[src/rtl/fphs_pkg.sv]
package fphs_pkg;

  // ------------------------------------------------------------------
  // Register map, 8-bit data, word per address
  // ------------------------------------------------------------------
  localparam int ADDR_W = 4;
  localparam logic [3:0] ADDR_CTRL = 4'h0;
  localparam logic [3:0] ADDR_COEF_LO = 4'h1;
  localparam logic [3:0] ADDR_COEF_HI = 4'h2;
  localparam logic [3:0] ADDR_STATUS = 4'h3;

  // Field positions
  localparam int CTRL_PATH_LSB = 0;
  localparam int CTRL_PHASE_BIT = 2;
  localparam int STAT_PATH_LSB = 0;
  localparam int STAT_PHASE_BIT = 2;
  localparam int STAT_CONTROL_SOURCE_PIN_BIT = 3;
  localparam int STAT_OVF_BIT = 4;

  // Values after reset
  localparam logic [7:0] CTRL_RST = 8'h00;
  localparam logic [15:0] COEF_RST = 16'h0000;

  // Coefficient forced while the pins steer the device
  localparam logic [15:0] PIN_COEF = 16'h0332;

  // Modulator stream runs at a quarter of mclk
  localparam int MOD_DIV = 4;
  localparam logic [1:0] MOD_LAST = 2'(MOD_DIV - 1);

  // Unity in the Q16 coefficient arithmetic
  localparam logic [17:0] Q16_ONE = 18'h10000;

  // Filter chain tap
  typedef enum logic [1:0] {
    FPHS_BYPASS = 2'b00,
    FPHS_SINC = 2'b01,
    FPHS_LP = 2'b10,
    FPHS_LPHP = 2'b11
  } fphs_path_t;

endpackage : fphs_pkg

[src/rtl/fphs_buf2.sv]
`timescale 1ns/10ps
module fphs_buf2 #(
  parameter int W = 24
) (
  input wire logic mclk,
  input wire logic nrst,
  input wire logic in_valid,
  output logic in_ready,
  input wire logic [W-1:0] in_data,
  output logic out_valid,
  input wire logic out_ready,
  output logic [W-1:0] out_data
);

  logic [W-1:0] mem_q [2];
  logic wr_ptr_q;
  logic rd_ptr_q;
  logic [1:0] cnt_q;
  wire push = in_valid && in_ready;
  wire pop = out_valid && out_ready;

  // Honest flags; full back-pressures the writer
  assign in_ready = (cnt_q != 2'h2);
  assign out_valid = (cnt_q != 2'h0);
  assign out_data = mem_q[rd_ptr_q];

  // Pointers and fill level
  always_ff @(posedge mclk or negedge nrst) begin
    if (!nrst) begin
      wr_ptr_q <= 1'b0;
      rd_ptr_q <= 1'b0;
      cnt_q <= 2'h0;
    end else begin
      if (push) wr_ptr_q <= ~wr_ptr_q;
      if (pop) rd_ptr_q <= ~rd_ptr_q;
      cnt_q <= 2'(cnt_q + {1'b0, push} - {1'b0, pop});
    end
  end

  // Storage has no reset; out_valid guards it
  always_ff @(posedge mclk) begin
    if (push) mem_q[wr_ptr_q] <= in_data;
  end
endmodule : fphs_buf2

[src/rtl/fphs_stage.sv]
// Behaviour
// RL1: Phase selector 0 linear, 1 minimum; from register bit or pin.
// RL2: High-pass is first-order IIR ((2-a)/2)(1-z^-1)/(1-b z^-1), last stage.
// RL3: Feedback b equals (1+(1-a)^2)^2/2, derived from a.
// RL4: Corner set by 16-bit coefficient in two registers, computed by software.
// RL5: In pin mode the coefficient is fixed at 0332h.
// RL6: Enabled high-pass rejects dc and attenuates below the corner.
// RL7: All timing derives from the master clock.
// RL8: Register mode path field: 00 bypass, 01 sinc, 10 lowpass, 11 +highpass.
// RL9: Pin mode: modulator pin 1 bypasses; else highpass pin picks 10 or 11.
// RL10: Modulator stream runs at a quarter of the master clock.
// RL11: High-pass updates once per accepted low-pass sample.
//
// The address map and strobed register access were left to the implementer.
`timescale 1ns/10ps
module fphs_stage #(
  parameter int DATA_W = 24
) (
  input wire logic mclk,
  input wire logic nrst,
  input wire logic [fphs_pkg::ADDR_W-1:0] addr,
  input wire logic [7:0] wdata,
  input wire logic wr_en,
  input wire logic rd_en,
  output logic [7:0] rdata,
  input wire logic control_source_pin,
  input wire logic phase_select_pin,
  input wire logic highpass_enable_pin,
  input wire logic modulator_select_pin,
  output logic phase_select,
  output logic [1:0] filter_path,
  output logic mod_tick,
  input wire logic mod_bit,
  input wire logic sinc_valid,
  output logic sinc_ready,
  input wire logic [DATA_W-1:0] sinc_data,
  input wire logic lp_valid,
  output logic lp_ready,
  input wire logic [DATA_W-1:0] lp_data,
  output logic out_valid,
  input wire logic out_ready,
  output logic [DATA_W-1:0] out_data
);
  import fphs_pkg::*;

  localparam int YW = DATA_W + 18;

  // ------------------------------------------------------------------
  // Pin synchronisers
  // ------------------------------------------------------------------
  logic [3:0] pin_s1_q, pin_s2_q, pin_s3_q, pin_q;
  wire [3:0] pin_raw = {modulator_select_pin, highpass_enable_pin,
                        phase_select_pin, control_source_pin};
  wire pin_mode = pin_q[0];

  // Three stages; a level counts once the last two agree
  always_ff @(posedge mclk or negedge nrst) begin
    if (!nrst) begin
      pin_s1_q <= 4'h0;
      pin_s2_q <= 4'h0;
      pin_s3_q <= 4'h0;
    end else begin
      pin_s1_q <= pin_raw;
      pin_s2_q <= pin_s1_q;
      pin_s3_q <= pin_s2_q;
    end
  end

  genvar gi;
  generate
    for (gi = 0; gi < 4; gi++) begin : g_pin
      // Hold the old level while the stages disagree
      always_ff @(posedge mclk or negedge nrst) begin
        if (!nrst) pin_q[gi] <= 1'b0;
        else if (pin_s2_q[gi] == pin_s3_q[gi]) pin_q[gi] <= pin_s3_q[gi];
      end
    end
  endgenerate

  // ------------------------------------------------------------------
  // Register port
  // ------------------------------------------------------------------
  logic [7:0] ctrl_q;
  logic [15:0] coef_reg_q;
  logic ovf_q;
  logic [7:0] rdata_q;
  logic ovf_set;
  wire wr_ctrl = wr_en && (addr == ADDR_CTRL);
  wire wr_lo = wr_en && (addr == ADDR_COEF_LO);
  wire wr_hi = wr_en && (addr == ADDR_COEF_HI);
  wire wr_stat = wr_en && (addr == ADDR_STATUS);
  wire [7:0] stat_word = {3'h0, ovf_q, pin_mode, phase_select, filter_path};
  wire [7:0] rd_mux = (addr == ADDR_CTRL) ? ctrl_q :
                      (addr == ADDR_COEF_LO) ? coef_reg_q[7:0] :
                      (addr == ADDR_COEF_HI) ? coef_reg_q[15:8] :
                      (addr == ADDR_STATUS) ? stat_word : 8'h00;

  // Writes; a new overflow beats a clearing write of one
  always_ff @(posedge mclk or negedge nrst) begin
    if (!nrst) begin
      ctrl_q <= CTRL_RST;
      coef_reg_q <= COEF_RST;
      ovf_q <= 1'b0;
    end else begin
      if (wr_ctrl) ctrl_q <= {5'h0, wdata[2:0]};
      if (wr_lo) coef_reg_q[7:0] <= wdata; // RL4
      if (wr_hi) coef_reg_q[15:8] <= wdata; // RL4
      if (ovf_set) ovf_q <= 1'b1;
      else if (wr_stat && wdata[STAT_OVF_BIT]) ovf_q <= 1'b0;
    end
  end

  // Read data stands in the cycle after the strobe only
  always_ff @(posedge mclk or negedge nrst) begin
    if (!nrst) rdata_q <= 8'h00;
    else rdata_q <= rd_en ? rd_mux : 8'h00;
  end
  assign rdata = rdata_q;

  // ------------------------------------------------------------------
  // Effective configuration
  // ------------------------------------------------------------------
  logic phase_q;
  fphs_path_t path_q;
  logic [15:0] coef_q;
  wire [1:0] pin_path = pin_q[3] ? FPHS_BYPASS : // RL9
                        (pin_q[2] ? FPHS_LPHP : FPHS_LP); // RL9
  wire [1:0] reg_path = ctrl_q[CTRL_PATH_LSB +: 2]; // RL8
  wire [1:0] path_d = pin_mode ? pin_path : reg_path;
  wire phase_d = pin_mode ? pin_q[1] : ctrl_q[CTRL_PHASE_BIT]; // RL1
  wire [15:0] coef_d = pin_mode ? PIN_COEF : coef_reg_q; // RL5

  // Registered so mode changes reach the datapath glitch-free
  always_ff @(posedge mclk or negedge nrst) begin
    if (!nrst) begin
      phase_q <= 1'b0;
      path_q <= FPHS_BYPASS;
      coef_q <= COEF_RST;
    end else begin
      phase_q <= phase_d;
      path_q <= fphs_path_t'(path_d);
      coef_q <= coef_d;
    end
  end
  assign phase_select = phase_q;
  assign filter_path = path_q;

  // ------------------------------------------------------------------
  // Modulator rate divider
  // ------------------------------------------------------------------
  logic [1:0] mod_cnt_q;

  // One-cycle enable every fourth mclk edge, no second clock
  always_ff @(posedge mclk or negedge nrst) begin
    if (!nrst) mod_cnt_q <= 2'h0;
    else mod_cnt_q <= 2'(mod_cnt_q + 2'h1); // RL7
  end
  assign mod_tick = (mod_cnt_q == MOD_LAST); // RL10

  // ------------------------------------------------------------------
  // Feedback coefficient, Q16: b = (1 + (1-a)^2)^2 / 2
  // ------------------------------------------------------------------
  logic [17:0] b_q;
  wire [16:0] one_minus_a = 17'(Q16_ONE - {2'h0, coef_q});
  wire [33:0] c_sq = one_minus_a * one_minus_a;
  wire [17:0] s_val = 18'(Q16_ONE + {1'b0, c_sq[32:16]});
  wire [35:0] s_sq = s_val * s_val;
  wire [17:0] k_gain = 18'(Q16_ONE - {3'h0, coef_q[15:1]}); // RL2

  // One cycle behind the coefficient; settled long before a sample
  always_ff @(posedge mclk or negedge nrst) begin
    if (!nrst) b_q <= Q16_ONE;
    else b_q <= s_sq[34:17]; // RL3
  end

  // ------------------------------------------------------------------
  // High-pass datapath, state carried with 16 fraction bits
  // ------------------------------------------------------------------
  logic signed [DATA_W-1:0] x_prev_q;
  logic signed [YW-1:0] y_q;
  logic buf_in_ready;
  wire sel_sinc = (path_q == FPHS_SINC);
  wire sel_lp = (path_q == FPHS_LP) || (path_q == FPHS_LPHP);
  wire hp_on = (path_q == FPHS_LPHP);
  wire hp_fire = hp_on && lp_valid && buf_in_ready; // RL11
  wire signed [DATA_W:0] x_diff = // RL6
    $signed({lp_data[DATA_W-1], lp_data}) -
    $signed({x_prev_q[DATA_W-1], x_prev_q});
  wire signed [DATA_W+18:0] ff_prod = x_diff * $signed(k_gain);
  wire signed [YW+18:0] fb_prod = y_q * $signed({1'b0, b_q});
  wire signed [YW-1:0] y_d = ff_prod[YW-1:0] + fb_prod[YW+15:16]; // RL2
  wire [DATA_W-1:0] hp_word = y_d[DATA_W+15:16];

  // Recursion advances only on an accepted low-pass sample
  always_ff @(posedge mclk or negedge nrst) begin
    if (!nrst) begin
      x_prev_q <= '0;
      y_q <= '0;
    end else if (hp_fire) begin
      x_prev_q <= lp_data; // RL11
      y_q <= y_d; // RL11
    end
  end

  // ------------------------------------------------------------------
  // Output selection and buffering
  // ------------------------------------------------------------------
  wire [DATA_W-1:0] mod_word = mod_bit ? {1'b0, {(DATA_W-1){1'b1}}} :
                                         {1'b1, {(DATA_W-1){1'b0}}};
  wire push_mod = (path_q == FPHS_BYPASS) && mod_tick;
  wire push_valid = push_mod || (sel_sinc && sinc_valid) ||
                    (sel_lp && lp_valid);
  wire [DATA_W-1:0] push_data = (path_q == FPHS_BYPASS) ? mod_word :
                                sel_sinc ? sinc_data :
                                hp_on ? hp_word : lp_data; // RL2
  // Unselected streams are drained so upstream never hangs
  assign sinc_ready = sel_sinc ? buf_in_ready : 1'b1;
  assign lp_ready = sel_lp ? buf_in_ready : 1'b1;
  // The modulator stream cannot stall, so a full buffer drops it
  assign ovf_set = push_mod && !buf_in_ready;

  fphs_buf2 #(.W(DATA_W)) u_buf (
    .mclk(mclk),
    .nrst(nrst),
    .in_valid(push_valid),
    .in_ready(buf_in_ready),
    .in_data(push_data),
    .out_valid(out_valid),
    .out_ready(out_ready),
    .out_data(out_data)
  );
endmodule : fphs_stage

[config.mk]
export PLATFORM = sky130hd
export DESIGN_NAME = fphs_stage
export DESIGN_NICKNAME = d
export VERILOG_FILES = /design/src/rtl/fphs_pkg.sv /design/src/rtl/fphs_buf2.sv /design/src/rtl/fphs_stage.sv
export SDC_FILE = /design/constraint.sdc
export NUM_CORES = 2
export LEC_CHECK = 0
export BUFFER_PORTS_ARGS = -buffer_cell sky130_fd_sc_hd__buf_4
export CORE_ASPECT_RATIO = 0.9
export CORE_MARGIN = 3
export CORE_UTILIZATION = 30
export DETAILED_ROUTE_END_ITERATION = 16
export GPL_TIMING_DRIVEN = 0
export PLACE_DENSITY = 0.42
export SLEW_MARGIN = 25
export SYNTH_ARGS = -nofsm -noshare
export SYNTH_HDL_FRONTEND = slang
export SYNTH_HIERARCHICAL = 1
export SYNTH_SLANG_ARGS = --single-unit
[constraint.sdc]
create_clock -name mclk -period 38.3 [get_ports mclk]
set_clock_uncertainty 0.2 [all_clocks]
set_input_delay 1.915 -clock mclk [delete_from_list [all_inputs] [get_ports mclk]]
set_output_delay 1.915 -clock mclk [all_outputs]
set_load 0.1 [all_outputs]
### Word-level counts from Yosys, hierarchy flattened

Memories as Yosys holds them, arrays and structs flattened.
Index checks and enable logic that the tools add are counted.

| word-level totals | value |
|---|---|
| ROM bits | 0 |
| register bits | 153 |
| bits in latches | 0 |
| memories | 1 |
| word-level logic and storage cells | 90 |
| RAM bits | 48 |

| cells by class | value |
|---|---|
| add/sub/neg operators | 8 |
| reduce and logical (&&, ||, !) cells | 21 |
| eq/ne operators | 12 |
| shifts and indexed selects | 0 |
| bitwise operators | 2 |
| mux-type cells | 20 |
| $lt $le $gt $ge | 0 |
| $mul | 4 |
| div/mod/pow operators | 0 |

Memories:

| name | words | bits a word | read ports | clocked after Yosys merged registers in | write ports | line | text |
|---|---|---|---|---|---|---|---|
| u_buf.mem_q | 2 | 24 | 1 | 0 | 1 | fphs_buf2.sv:15 | `logic [W-1:0] mem_q [2];` |

Operators by type and width:

| cell | count |
|---|---|
| two-way mux 24 bit | 4 |
| multiplier 42 x 19 -> 58 bit | 1 |
| adder 42 bit | 1 |
| multiplier 25 x 18 -> 42 bit | 1 |
| multiplier 18 x 18 -> 35 bit | 1 |
| multiplier 17 x 17 -> 33 bit | 1 |
| two-way mux 8 bit | 4 |
| subtractor 24 x 24 -> 25 bit | 1 |
| adder 17 x 17 -> 18 bit, first input constant | 1 |
| subtractor 17 x 15 -> 18 bit, first input constant | 1 |
| subtractor 17 x 16 -> 17 bit, first input constant | 1 |
| two-way mux 16 bit | 1 |
| logical AND 1 bit | 13 |
| == test 4 x 2 -> 1 bit, second input constant | 2 |
| two-way mux 1 bit | 8 |
| == test 2 bit, second input constant | 3 |
| two-way mux 5 bit | 1 |
| == test 1 bit | 4 |
| == test 4 x 1 -> 1 bit, second input constant | 1 |
| logical NOT 4 bit | 1 |
| two-way mux 2 bit | 2 |
| nonzero test 2 bit | 2 |
| logical OR 1 bit | 3 |
| adder 2 x 1 -> 2 bit | 1 |
| 7 further kinds | 8 |

### Longest topological paths before layout

| depth | value |
|---|---|
| depth in word-level cells | 7 |
| gate-level depth with buffers | 57 |
| mapped depth without buffers | 53 |

### By module

The synthesis kept the hierarchy.

Modules (own cells, without submodules):

| module | cells each | instances | seq. area each (um2) | area each (um2) |
|---|---|---|---|---|
| fphs_stage | 6847 | 1 | 3729.8 | 62895.3 |
| fphs_buf2 | 92 | 1 | 1541.5 | 1948.1 |

### Least setup slack after synthesis

OpenSTA, ideal clock, no wires.

| path | value |
|---|---|
| kind | register to register |
| from | register coef_q[0] |
| to | register b_q[17] |
| setup time | 127 ps |
| period minus slack after synthesis | 13548 ps |
| path slack | 24752 ps |
| required time | 37973 ps |
| path buffers | 4 |
| stages on the path, launching flop included | 53 |
| data arrival time | 13220 ps |
| path through | dfrtp_1 clkbuf_1 inv_1 clkbuf_1 ha_1 nor3b_1 and2_0 clkbuf_1 nand2_1 xnor2_1 inv_1 clkbuf_1 nand2_1 fa_1 fa_1 inv_1 fa_1 fa_1 [17 not listed] fa_1 fa_1 inv_1 fa_1 inv_1 fa_1 inv_1 ha_1 nand3_1 a21oi_1 a21oi_1 o21ai_0 a21oi_1 o31ai_1 o2111a_1 nor4_1 nor3_1 xnor2_1 |

| on the way | value |
|---|---|
| word-level cells in the longest chain between the ends | 4 |

RTL lines:

| element | line | text |
|---|---|---|
| start: declaration | fphs_stage.sv:125 | `logic [15:0] coef_q;` |
| start signal: assignment | fphs_stage.sv:142 | `coef_q <= coef_d;` |
| subtractor 17 x 16 -> 17 bit | fphs_stage.sv:164 | `wire [16:0] one_minus_a = 17'(Q16_ONE - {2'h0, coef_q});` |
| multiplier 17 x 17 -> 33 bit | fphs_stage.sv:165 | `wire [33:0] c_sq = one_minus_a * one_minus_a;` |
| adder 17 x 17 -> 18 bit | fphs_stage.sv:166 | `wire [17:0] s_val = 18'(Q16_ONE + {1'b0, c_sq[32:16]});` |
| multiplier 18 x 18 -> 35 bit | fphs_stage.sv:167 | `wire [35:0] s_sq = s_val * s_val;` |
| via s_sq[34] | fphs_stage.sv:167 |  |
| end signal: assignment | fphs_stage.sv:173 | `else b_q <= s_sq[34:17];` |
| end: declaration | fphs_stage.sv:163 | `logic [17:0] b_q;` |

The timed path passes the listed nets, and every way through them passes these cells.
A chain may end at the register's enable or synchronous reset.

### Worst setup path in the final report

| path | value |
|---|---|
| from | register coef_q[1] |
| to | register b_q[17] |

The elaborated chain is that of the path after synthesis.

==> results.txt <==
The stage delay of the slowest cell on the critical path came out at 0.88 ns. The part of the Yosys area used for sequential elements is 8.13%. The worst setup path is of the register to register kind. Max-cap violations in this run came to 0. 111 I/O pins were placed. The vias after detailed routing is 45.7k. No sink is reached through more buffers than the 3 on the longest clock path. The layout has 22.7k filler cells. The distinct cell type count after synthesis is 94. The share of post-route cells with drive strength above 1 is 4.94%.

The residual DRC count came out at 0. The summed instance area of the synthesized netlist came out at 64800 µm². The type of the most critical hold path is register to register. The library cell used most frequently in the layout, excluding fill and tap cells, is sky130_fd_sc_hd__inv_1. The largest area contributor in the synthesized netlist is sky130_fd_sc_hd__fa_1. The post-CTS setup-driven buffer insertion count came out at 0. Input and output buffers added on the ports amount to 108. At the worst endpoint, the required time is 38.61 ns. The wire length of the first global-routing pass came out at 320000 µm.

The shortest clock period the worst path allows after layout is 18.02 ns. The total number of placement rows is 161. The worst setup path is launched from a register.

The hold violation total from the final report is 0. The final antenna-violating net count came out at 0. The flow ran to the end, and the final reports show no timing, DRC or antenna violations. The most numerous cell type found on the critical path is sky130_fd_sc_hd__fa_1. Setup repair after global routing left no endpoint under its margin. In the post-synthesis netlist, the biggest area contributors are sky130_fd_sc_hd__fa_1 (48%), sky130_fd_sc_hd__inv_1 (10%), sky130_fd_sc_hd__ha_1 (9.4%). Among all stages on the critical path, the largest delay is contributed by sky130_fd_sc_hd__o21ai_0. The hold-fix buffer count after cts is 0.

The number of clock sinks came out at 201. The clock slew seen by the registers of the worst setup and hold paths is 0.06 ns. For this run, the total global-route usage over all layers was measured as 19.3%. Broken down by cell family, the worst path's largest delay share belongs to adder cells. The slew at the pin closest to its max-slew limit came out at 1.11 ns. In this run the number of H-tree levels came out at 1. TritonCTS built the clock tree. The largest net degree at the start of global routing is 85. For this configuration, the core starts out at a cell density of 30.3%.

The fraction of the cycle the final worst path needs came out at 47.1%. The die is 447 µm tall. The worst path setup slack after routing came out at 20.28 ns.

The placer's final routability congestion estimate is 0.901. The post-place setup slack came out at 20.05 ns. The endpoint kind of the worst setup timing path is a register.

The CTS buffer count is 27. The number of enable flip-flop cells after synthesis is 48. The die width is 496 µm. The critical path arrival is 18.33 ns. The pre-antenna-repair detailed-routing pass consisted of 6 iterations. The net count of the finished layout is 9200. The total core area came out at 214000 µm².

The via-per-instance ratio is 4.57. After detailed routing, the average wire length per cell comes to 20.8 µm. The number of warning messages in the yosys log is 6. The routed design has 208000 µm of wire.

The root buffer cell chosen for the clock tree is sky130_fd_sc_hd__clkbuf_16. The floorplan step defined a die boundary enclosing 222000 µm². For the worst-skew pair, the clock arrives at the later sink with an insertion delay of 0.59 ns.

In the layout the commonest cells are sky130_fd_sc_hd__inv_1 (1744), sky130_fd_sc_hd__fa_1 (1542), sky130_fd_sc_hd__nand2_1 (984). The biggest fanout along the worst timing path came out at 10. In the synthesized netlist the dominant register cell turns out to be sky130_fd_sc_hd__dfrtp_1. The residual overflow from global routing is 0.

The estimated wirelength of the detail-placed design came out at 183000 µm. The synthesized netlist cell count came out at 6939. The portion of synthesized cell area occupied by the leading cell type is 47.6%. In this run, synthesis produced a sequential element count of 201. The count of final max-slew check failures is 0. Setup violations remaining at the end of the flow were counted as 0. The number of buffers and inverters on the critical path is 14. The layout-stage area growth over the synthesis result is 8.77%. The async set or reset register ratio after synthesis is 76.1%. The number of instances resized during post-cts repair is 0. The headroom to the max-slew limit came out at 25.9%. A synthesized cell averages 9.34 µm². The via count of the first global-routing pass came out at 50.2k.

The number of antenna violations at the first check in global routing is 21. The count of routing violations after the opening detailed-route iteration is 2802. The setup TNS came out at 0 ns. For this run, the top clock speed supported by timing is 0.0555 GHz.
kinds of logic after synthesis:
group,count (synthesis),synth area share (%)
fa+ha+maj,2032,57.0
mux,119,2.44
flops,201,8.13
compound gates,438,4.38
buf+inv,2061,12.0
other cells,2,0.0116
simple gates,1854,12.9
xor+xnor,232,3.15
path summary, 6_finish.rpt:
kind | start | end | slack [ns] | depth (start not counted)
setup reg to reg | coef_q[1]$_DFF_PN0_ | b_q[17]$_DFF_PN0_ | 20.28 | 50
hold / removal | pin_s1_q[1]$_DFF_PN0_ | pin_s2_q[1]$_DFF_PN0_ | 0.15 | 0
max in group asynchronous | nrst | pin_s3_q[0]$_DFF_PN0_ | 35.95 | 3
hold reg to reg | pin_s1_q[1]$_DFF_PN0_ | pin_s2_q[1]$_DFF_PN0_ | 0.15 | 0
setup / recovery | coef_q[1]$_DFF_PN0_ | b_q[17]$_DFF_PN0_ | 20.28 | 50
min in group asynchronous | nrst | y_q[2]$_DFFE_PN0P_ | 1.12 | 2
sequential cells by signal (all words and copies together), names as in the netlist, 8 cells and up:
name	cells
rdata	8
x_prev_q	24
u_buf/mem_q	48
y_q	42
coef_q	16
coef_reg_q	16
b_q	18
layer usage:
metal | share of wire [%] | global-route usage, % | vias to the layer above
met3 | 4.8 | 1.71 | 121
met2 | 47 | 31.6 | 977
met4 | 2.7 | 4.33 | 4
li1 | - | - | 20666
met1 | 45 | 27.6 | 23898
met5 | 0.013 | 0 | -
cell type report:
cell class / count / area [µm²] / share of cell area (%)
Clock buffer: 39 / 761 / 1.08
Clock inverter: 10 / 103 / 0.145
Tap cell: 2852 / 3570 / 5.06
Timing Repair Buffer: 117 / 951 / 1.35
Multi-Input combinational cell: 4692 / 52100 / 73.8
Sequential cell: 201 / 5270 / 7.47
Antenna cell: 11 / 27.5 / 0.0390
Buffer: 310 / 1210 / 1.71
Inverter: 1751 / 6570 / 9.32
per-stage QoR:
stage               hold slack (ns)  instances  area (µm²)  util, %
finish                        0.148       9983       70500     32.9
global placement              0.132       9914       69300     32.3
global route                  0.157       9972       70500     32.9
floorplan                     0.131       6954       64900        -
CTS                           0.152       9972       70500     32.9
detailed placement            0.139       9923       69600     32.5
synthesized netlist by cell type (all sizes together) (9+ instances only):
library cell	n
a211o	9
a211oi	13
a21o	59
a21oi	125
a31oi	18
and2	313
and3	21
buf	13
clkbuf	297
dfrtp	152
edfxtp	48
fa	1542
ha	486
inv	1745
mux2	93
mux4	20
nand2	984
nand2b	32
nand3	31
nand4	13
nor2	326
nor2b	37
nor3	33
nor4	11
o21a	19
o21ai	94
o21bai	23
or2	15
or3	15
xnor2	144
xor2	88
Power is not shown: default switching activity piles up to over one toggle a cycle in this logic, so the estimate is an artifact.
